**src/mix_pkg.sv**
```systemverilog
// package for the instruction format decoder and executor
// assumes one 100 MHz core clock; the core oscillator period is one clk cycle
package mix_pkg;

  // instruction set sizes
  localparam int          STD_INSTR_COUNT = 75;
  localparam int          EXT_INSTR_COUNT = 8;

  // word and field widths
  localparam int          WORD_W          = 16;
  localparam int          PC_W            = 16;
  localparam int          FILE_W          = 8;
  localparam int          ADDR_W          = 12;
  localparam int          BANK_W          = 4;
  localparam int          BIT_W           = 3;

  // oscillator periods per instruction cycle
  localparam int          OSC_PER_ICYC    = 4;
  localparam int          PHASE_W         = 2;

  // field positions in a single word
  localparam int          OPC_HI          = 15;
  localparam int          DEST_POS        = 9;
  localparam int          ACC_POS         = 8;
  localparam int          BIT_LO          = 9;
  localparam int          FILE_HI         = 7;

  // encodings
  localparam logic [3:0]  SECOND_WORD_TAG = 4'hF;
  localparam logic [5:0]  OPC_ROT_RIGHT   = 6'h10;
  localparam logic [6:0]  OPC_SET_ONES    = 7'h34;
  localparam logic [3:0]  OPC_DBL_MOVE    = 4'hC;
  localparam logic [6:0]  OPC_DBL_CALL    = 7'h76;
  localparam logic [9:0]  OPC_DBL_LOADPTR = 10'h3B8;
  localparam logic [7:0]  OPC_DBL_JUMP    = 8'hEF;

  // addressing constants
  localparam logic [7:0]  INDEXED_MAX     = 8'h5F;
  localparam logic [7:0]  ACCESS_SPLIT    = 8'h60;
  localparam logic [3:0]  ACCESS_LO_BANK  = 4'h0;
  localparam logic [3:0]  ACCESS_HI_BANK  = 4'hF;
  localparam logic [7:0]  ALL_ONES        = 8'hFF;

  // reset values
  localparam logic [15:0] PC_RESET        = 16'h0000;
  localparam logic [15:0] IR_RESET        = 16'hFFFF;
  localparam logic [7:0]  WORKREG_RESET   = 8'h00;

  typedef enum logic [2:0] {
    CLS_NOP,
    CLS_BYTE,
    CLS_BIT,
    CLS_CTRL,
    CLS_DOUBLE
  } mix_class_t;

  typedef struct packed {
    mix_class_t        cls;
    logic              rot_op;
    logic              set_op;
    logic [FILE_W-1:0] file;
    logic              dest;
    logic              acc;
    logic [BIT_W-1:0]  bitn;
  } mix_dec_t;

  typedef struct packed {
    logic neg;
    logic zero;
  } mix_flags_t;

endpackage : mix_pkg

```
**src/mix_core.sv**
```systemverilog
// instruction format decoder and executor of an 8-bit core
// assumes program memory and file registers answer combinationally on clk
//
// Operation
// - The core provides 75 standard instructions plus an optional extended group of 8.
// - A single-word instruction is one 16-bit word of opcode and operand fields.
// - Exactly four instructions take two program words, all others take one.
// - A second word has ones in its top four bits and runs as a no-operation alone.
// - Destination bit 0 sends the result to the working register, 1 back to the file.
// - Bit operations act on the bit numbered by the bit field in the named file; the core only decodes them into bitn and writes nothing.
// - A single word takes one cycle, two when a test is true or the counter jumps; the core adds the second cycle only on branch_taken.
// - Every double-word instruction takes two instruction cycles.
// - Each instruction cycle is four oscillator periods.
// - Access bit 0 selects the access bank, 1 takes the bank from the bank select register.
// - With the extended group on, access bit 0 and file at most 95 use indexed offset.
// - Rotate right without carry moves bit 0 to bit 7 and updates negative and zero.
// - Omitted destination and access operands default to file write and banked access.
// - Set all ones writes FFh to the addressed register and leaves flags alone.
`timescale 1ns/1ps
module mix_core
  import mix_pkg::*;
(
  input  wire logic              clk,
  input  wire logic              rstn,
  input  wire logic              ext_enable,
  input  wire logic [BANK_W-1:0] bank_select_register,
  input  wire logic [ADDR_W-1:0] index_base,
  input  wire logic              branch_taken,
  input  wire logic [PC_W-1:0]   branch_target,
  input  wire logic [WORD_W-1:0] prog_word,
  output logic      [PC_W-1:0]   prog_addr,
  input  wire logic [FILE_W-1:0] file_rdata,
  output logic      [ADDR_W-1:0] file_addr,
  output logic                   file_rd,
  output logic                   file_wr,
  output logic      [FILE_W-1:0] file_wdata,
  output logic      [FILE_W-1:0] working_register,
  output mix_flags_t             flags,
  output mix_dec_t               decoded,
  output logic      [WORD_W-1:0] second_word,
  output logic      [3:0]        phase
);

  logic [PC_W-1:0]   pc_reg;
  logic [WORD_W-1:0] ir_reg;
  logic [WORD_W-1:0] second_reg;
  mix_dec_t          dec_reg;
  logic              nop_reg;
  logic              second_pend_reg;
  logic              flush_reg;
  logic [ADDR_W-1:0] addr_reg;
  logic [FILE_W-1:0] result_reg;
  logic [FILE_W-1:0] operand_reg;
  logic [FILE_W-1:0] working_reg;
  mix_flags_t        flags_reg;
  logic              q1;
  logic              q2;
  logic              q3;
  logic              q4;
  logic              active;
  logic              wr_file;

  mix_phase u_phase (
    .clk   (clk),
    .rstn  (rstn),
    .phase (phase)
  );

  assign q1 = phase[0];
  assign q2 = phase[1];
  assign q3 = phase[2];
  assign q4 = phase[3];

  // classify one program word
  function automatic mix_dec_t decode(input logic [WORD_W-1:0] w, input logic ext);
    mix_dec_t r;
    logic [3:0] top;
    r        = '0;
    top      = w[OPC_HI -: 4];
    r.file   = w[FILE_HI:0];
    r.dest   = w[DEST_POS];
    r.acc    = w[ACC_POS];
    r.bitn   = w[BIT_LO +: BIT_W];
    r.rot_op = (w[OPC_HI -: 6] == OPC_ROT_RIGHT);
    r.set_op = (w[OPC_HI -: 7] == OPC_SET_ONES);
    if (top == SECOND_WORD_TAG) begin
      r.cls = CLS_NOP;
    end else if (top == OPC_DBL_MOVE || w[OPC_HI -: 7] == OPC_DBL_CALL ||
                 w[OPC_HI -: 10] == OPC_DBL_LOADPTR || w[OPC_HI -: 8] == OPC_DBL_JUMP) begin
      r.cls = CLS_DOUBLE;
    end else if (top == 4'h7 || top[3:2] == 2'b10) begin
      r.cls = CLS_BIT;
    end else if ((top != 4'h0 && top[3] == 1'b0) || w[11:9] != 3'h0) begin
      r.cls = CLS_BYTE;
    end else begin
      r.cls = CLS_CTRL;
    end
    if (w[OPC_HI -: 8] == 8'hE8) begin
      r.cls = ext ? CLS_CTRL : CLS_NOP;
    end
    return r;
  endfunction : decode

  // resolve the file operand to a data address
  function automatic logic [ADDR_W-1:0] resolve(input mix_dec_t d,
                                                input logic ext,
                                                input logic [BANK_W-1:0] bank,
                                                input logic [ADDR_W-1:0] base);
    logic [ADDR_W-1:0] r;
    r = {bank, d.file};
    if (!d.acc) begin
      if (ext && d.file <= INDEXED_MAX) begin
        r = base + {{(ADDR_W-FILE_W){1'b0}}, d.file};
      end else if (d.file < ACCESS_SPLIT) begin
        r = {ACCESS_LO_BANK, d.file};
      end else begin
        r = {ACCESS_HI_BANK, d.file};
      end
    end
    return r;
  endfunction : resolve

  assign active  = !nop_reg && (dec_reg.rot_op || dec_reg.set_op);
  assign wr_file = dec_reg.set_op || dec_reg.dest;

  // phase 1: decode, and mark cycles that run as no-operation
  always_ff @(posedge clk) begin
    if (!rstn) begin
      dec_reg <= '0;
      nop_reg <= 1'b1;
    end else if (q1) begin
      dec_reg <= decode(ir_reg, ext_enable);
      nop_reg <= flush_reg || second_pend_reg;
    end
  end

  // phase 1: operand address, stable for the read in phase 2
  always_ff @(posedge clk) begin
    if (!rstn) begin
      addr_reg <= '0;
    end else if (q1) begin
      addr_reg <= resolve(decode(ir_reg, ext_enable), ext_enable, bank_select_register,
                          index_base);
    end
  end

  // phase 2: read the operand
  always_ff @(posedge clk) begin
    if (!rstn) begin
      operand_reg <= '0;
    end else if (file_rd) begin
      operand_reg <= file_rdata;
    end
  end

  // phase 3: process data
  always_ff @(posedge clk) begin
    if (!rstn) begin
      result_reg <= '0;
    end else if (q3 && active) begin
      if (dec_reg.set_op) begin
        result_reg <= ALL_ONES;
      end else begin
        result_reg <= {operand_reg[0], operand_reg[FILE_W-1:1]};
      end
    end
  end

  // phase 4: write destination
  always_ff @(posedge clk) begin
    if (!rstn) begin
      working_reg <= WORKREG_RESET;
    end else if (q4 && active && !wr_file) begin
      working_reg <= result_reg;
    end
  end

  // status flags, only from rotate
  always_ff @(posedge clk) begin
    if (!rstn) begin
      flags_reg <= '0;
    end else if (q4 && active && dec_reg.rot_op) begin
      flags_reg.neg  <= result_reg[FILE_W-1];
      flags_reg.zero <= (result_reg == '0);
    end
  end

  // phase 4: fetch next word, sequence double words and flushes
  always_ff @(posedge clk) begin
    if (!rstn) begin
      pc_reg          <= PC_RESET;
      ir_reg          <= IR_RESET;
      second_reg      <= '0;
      second_pend_reg <= 1'b0;
      flush_reg       <= 1'b0;
    end else if (q4) begin
      ir_reg          <= prog_word;
      second_pend_reg <= !nop_reg && dec_reg.cls == CLS_DOUBLE;
      flush_reg       <= !nop_reg && branch_taken;
      if (second_pend_reg) begin
        second_reg <= ir_reg;
      end
      if (!nop_reg && branch_taken) begin
        pc_reg <= branch_target;
      end else begin
        pc_reg <= pc_reg + PC_W'(1);
      end
    end
  end

  assign prog_addr        = pc_reg;
  assign file_addr        = addr_reg;
  assign file_rd          = q2 && active && dec_reg.rot_op;
  assign file_wr          = q4 && active && wr_file;
  assign file_wdata       = result_reg;
  assign working_register = working_reg;
  assign flags            = flags_reg;
  assign decoded          = dec_reg;
  assign second_word      = second_reg;

endmodule : mix_core

```
**src/mix_phase.sv**
```systemverilog
// four-phase sequencer: one instruction cycle per four clock periods
// assumes clk is the core oscillator and rstn is synchronous
`timescale 1ns/1ps
module mix_phase
  import mix_pkg::*;
(
  input  wire logic       clk,
  input  wire logic       rstn,
  output logic      [3:0] phase
);

  logic [PHASE_W-1:0] cnt_reg;

  // wraps after four periods
  always_ff @(posedge clk) begin
    if (!rstn) begin
      cnt_reg <= '0;
    end else begin
      cnt_reg <= cnt_reg + PHASE_W'(1);
    end
  end

  // one-hot phase enables, q1 first
  genvar i;
  generate
    for (i = 0; i < OSC_PER_ICYC; i++) begin : g_ph
      assign phase[i] = rstn && (cnt_reg == PHASE_W'(i));
    end
  endgenerate

endmodule : mix_phase

```
**config.mk**
```make
export PLATFORM = sky130hd
export DESIGN_NAME = mix_core
export DESIGN_NICKNAME = d
export VERILOG_FILES = /design/src/mix_pkg.sv /design/src/mix_core.sv /design/src/mix_phase.sv
export SDC_FILE = /design/constraint.sdc
export NUM_CORES = 1
export LEC_CHECK = 0
export ABC_AREA = 1
export CAP_MARGIN = 10
export CORE_MARGIN = 3
export CORE_UTILIZATION = 35
export CTS_BUF_LIST = sky130_fd_sc_hd__clkbuf_8
export CTS_CLUSTER_SIZE = 10
export DETAILED_ROUTE_END_ITERATION = 10
export DONT_BUFFER_PORTS = 1
export HOLD_SLACK_MARGIN = 0.15
export PLACE_DENSITY_LB_ADDON = 0.3
export SYNTH_ARGS = -nofsm -noshare
export SYNTH_HDL_FRONTEND = slang
export SYNTH_SLANG_ARGS = --single-unit
export TNS_END_PERCENT = 10
```
**constraint.sdc**
```tcl
create_clock -name clk -period 2.6 [get_ports clk]
set_clock_uncertainty 0.15 [all_clocks]
set_input_delay 0.39 -clock clk [delete_from_list [all_inputs] [get_ports clk]]
set_output_delay 0.39 -clock clk [all_outputs]
set_load 0.03 [all_outputs]
```
==> results by group <==
Floorplanning
  – Die area: 0.0160 mm^2
  – Chip height: 127 um
  – Initial core utilization: 36.2%
  – Top Ports: 146
  – DIE WIDTH: 127 um
  – Cell Rows: 43
  – Core ar.: 0.0140 mm^2

STA
  – Setup TNS: 0 ns
  – Maximum clock frequency: 416 MHz
  – Tcrit/Tclk final: 92.5%
  – Pins over their slew limit: 0
  – Final number of setup-violating endpoints: 0
  – RSZ-0062 raised after global routing: no
  – Worst hold slack: 0.187 ns
  – Max-Slew Margin vs Limit: 58.8%
  – Actual slew at the worst max-slew pin: 0.616 ns
  – Tmin final: 2.41 ns
  – Fin. Hold Viols: 0

Global routing
  – Vias in the first global route: 4,765
  – Initial antenna violation count: 1
  – Global route overflow: 0
  – Largest net degree at the start of global routing: 49
  – GRT Total Usage: 19.6%
  – Global-route wire length before repair: 25,200 um

Critical path
  – Worst-path cell chain: ha_4 -> inv_1 -> fa_2 -> inv_1 -> nand3_1 -> nand3_2 -> nand2_1 -> nand2_1 -> nand3_1 -> nand3_1 -> a21oi_1 -> dlygate4sd3_1
  – CP delay by family, top: buffers and inverters
  – Most frequent CP cell: nand3_1
  – Worst Setup Start Kind: flop
  – Critical path capture point type: flop
  – Worst path bufs/invs: 3
  – Critical Path Max Stage Delay: 0.56 ns
  – Max FO, Critical Path: 3
  – Req. time, crit path: 2.72 ns
  – Crit path DAT: 2.52 ns
  – Crit Path Category: flop to flop
  – Crit-path slowest cell: dlygate4sd3_1

Clocking
  – H-tree Lvls: 3
  – Num CTS Buffers: 9
  – CTS tree: built
  – Clock latency on the worst-skew pair: 0.39 ns
  – # clock sinks: 108
  – Clock-pin slew on the worst setup and hold paths: 0.11 ns
  – Clock Tree Root: clkbuf_8
  – Max clock buf depth: 2

Placed design
  – Area after DPL: 0.00527 mm^2
  – Port Buffer Count: 0
  – RD Place Congestion: 0.908
  – Placed insts: 874
  – Post-DP HPWL: 11,300 um

Logic synthesis
  – Syn Inst Count: 706
  – Synth Area in XOR/XNOR: 1.21%
  – Mapped Avg Cell Area: 7.21 um^2
  – YS warnings: 0
  – Post-Synthesis Cell Area: 0.00509 mm^2
  – Mux share of post-synthesis cell area: 0%
  – Top post-synthesis cells by area: dfxtp_1 (42%), nand2_1 (13%), o21ai_0 (6.4%)
  – Post-synth top area cell: dfxtp_1
  – Synth Flop Type: dfxtp_1
  – Sequential area share after synthesis: 42.5%
  – Yosys top cell area share: 42.5%
  – Synth async-reset ratio: 0%
  – Yosys cell types: 39
  – Adder-Cell Fraction of Synth Area: 3.59%
  – Post-synthesis compound-gate area fraction: 16.7%
  – Syn Nets: 780
  – Post-synth EDFFs: 0
  – Largest family of logic cells by synthesized area: simple AND/OR/NAND/NOR gates
  – Register bit total from synthesis: 108
  – Simple-Gate Fraction of Synth Area: 27.2%

Detailed routing
  – Drt via density: 5.11
  – DRC Markers: 0
  – ANT nets after route: 0
  – WL met2: 6930 um
  – Total number of vias: 4,822
  – Post-Route WL: 15,600 um
  – Wirelength per Cell: 16.6 um
  – Top sig layer: met5
  – First drt pass iteration count: 4
  – First DRT Iteration DRCs: 250
  – DRT met1 WL: 7020 um
  – WL met3: 1180 um

Finish
  – Multi-input gate area: 0.00250 mm^2
  – Share of post-route cells with drive strength above 1: 9.31%
  – Layout Nets: 832
  – Max reg flops: 17
  – Fill count: 1,454
  – Fin cells: 943
  – Diode count: 0
  – Area growth, synth to finish: 18.7%
  – Final Cell Area: 0.00604 mm^2
  – FF/Latch Area: 0.00216 mm^2

Power
  – Total chip power: 3430 uW
  – Peak supply drop: 0.248 mV
  – Pwr dens: 568 mW/mm^2
  – Pleak: 0.00257 uW

Run
  – Max-Cap Viols: 0

Run status
  – Status: finished clean

Min path
  – Hold Crit Class: primary input to flop
## worst register-to-register path, stage by stage (launching register included)
cell	delay (ns)
dfxtp_2	0.37
ha_4	0.15
inv_1	0.05
fa_2	0.34
inv_1	0.09
nand3_1	0.08
nand3_2	0.11
nand2_1	0.09
nand2_1	0.09
nand3_1	0.07
nand3_1	0.09
a21oi_1	0.06
dlygate4sd3_1	0.56
## stage by stage
step	utilization [%]	setup WS, ns
finish	43.0	0.194
floorplan	-	0.675
CTS	42.8	0.0136
global route	43.0	0.00277
global placement	37.5	0.617
detailed placement	37.5	0.557
## synthesized netlist by cell type (2+ instances only)
cell / count
nor2_2: 4
o211ai_1: 4
or2_2: 2
nand3_1: 31
nor2_1: 53
xor2_1: 5
nor3_1: 14
nand3_2: 3
nand2_2: 4
xnor2_1: 2
o21ai_1: 25
buf_2: 13
buf_4: 7
o21ai_0: 65
nor4_1: 5
a21oi_1: 51
dfxtp_1: 108
inv_2: 12
nand3b_1: 2
nor2_4: 3
nor3_2: 2
o22ai_1: 9
ha_1: 13
nand2_1: 177
nand4_1: 8
inv_1: 67
clkbuf_1: 4
nor3_4: 2
## cells by family after synthesis
kind of cell,after synthesis
adders and majority gates,14
and+or+nand+nor,311
buffers and inverters,106
xor gates and xnor gates,7
DFF,108
AOI/OAI and AO/OA,160
## layer usage
layer  vias to the layer above  global-route usage, %
met2                       175                   30.6
li1                       2416                      -
met3                        40                   6.15
met1                      2189                   25.1
met4                         2                   8.20
met5                         -                      0
## power breakdown
group          switching (uW)  total (uW)  leakage, uW  internal [uW]
clock network             636        1100     0.000105            463
logic                     254         424      0.00158            170
registers                 179        1900     0.000879           1730
total                    1070        3430      0.00257           2360
## worst paths after layout
check | start | to | slack (ns) | depth (start not counted)
worst max-delay path | ir_reg[0] | file_addr[10] | 0.19 | 12
worst min-delay path | rstn | working_register[7] | 0.19 | 3
worst max register to register | ir_reg[0] | file_addr[10] | 0.19 | 12
worst min register to register | operand_reg[6] | operand_reg[6] | 0.32 | 2
## final cells by class
| type | count | share of cell area [%] |
|---|---|---|
| clock inverters | 7 | 1.35 |
| clock buffers | 9 | 2.05 |
| well taps | 180 | 3.73 |
| multi-input cells | 492 | 41.3 |
| flip-flops and latches | 108 | 35.8 |
| inverters | 80 | 4.99 |
| repair buffers | 67 | 10.7 |
## what timing repair did
item                       CTS  global route
hold buffers                53             0
gates resized for setup      0             6
setup endpoints to repair    0             3
hold endpoints to repair    85             0
setup buffers                0             0
## placed cells by master (no fill, tap or decap), types with 2 or more instances in the layout
cell type,instances
nand2_1,177
dfxtp_1,106
inv_1,68
o21ai_0,65
nor2_1,53
dlygate4sd3_1,52
a21oi_1,51
nand3_1,30
o21ai_1,25
nor3_1,14
buf_4,14
inv_2,12
ha_1,12
o22ai_1,9
clkbuf_8,9
nand4_1,8
xor2_1,5
nor4_1,5
nand2_2,4
nand3_2,4
o211ai_1,4
nor2_2,4
nor2_4,3
nor3_4,2
xnor2_1,2
nor3_2,2
nand3b_1,2
or2_2,2
inv_6,2
inv_8,2
dfxtp_2,2
No activity file was read; power rests on OpenSTA's default activity.
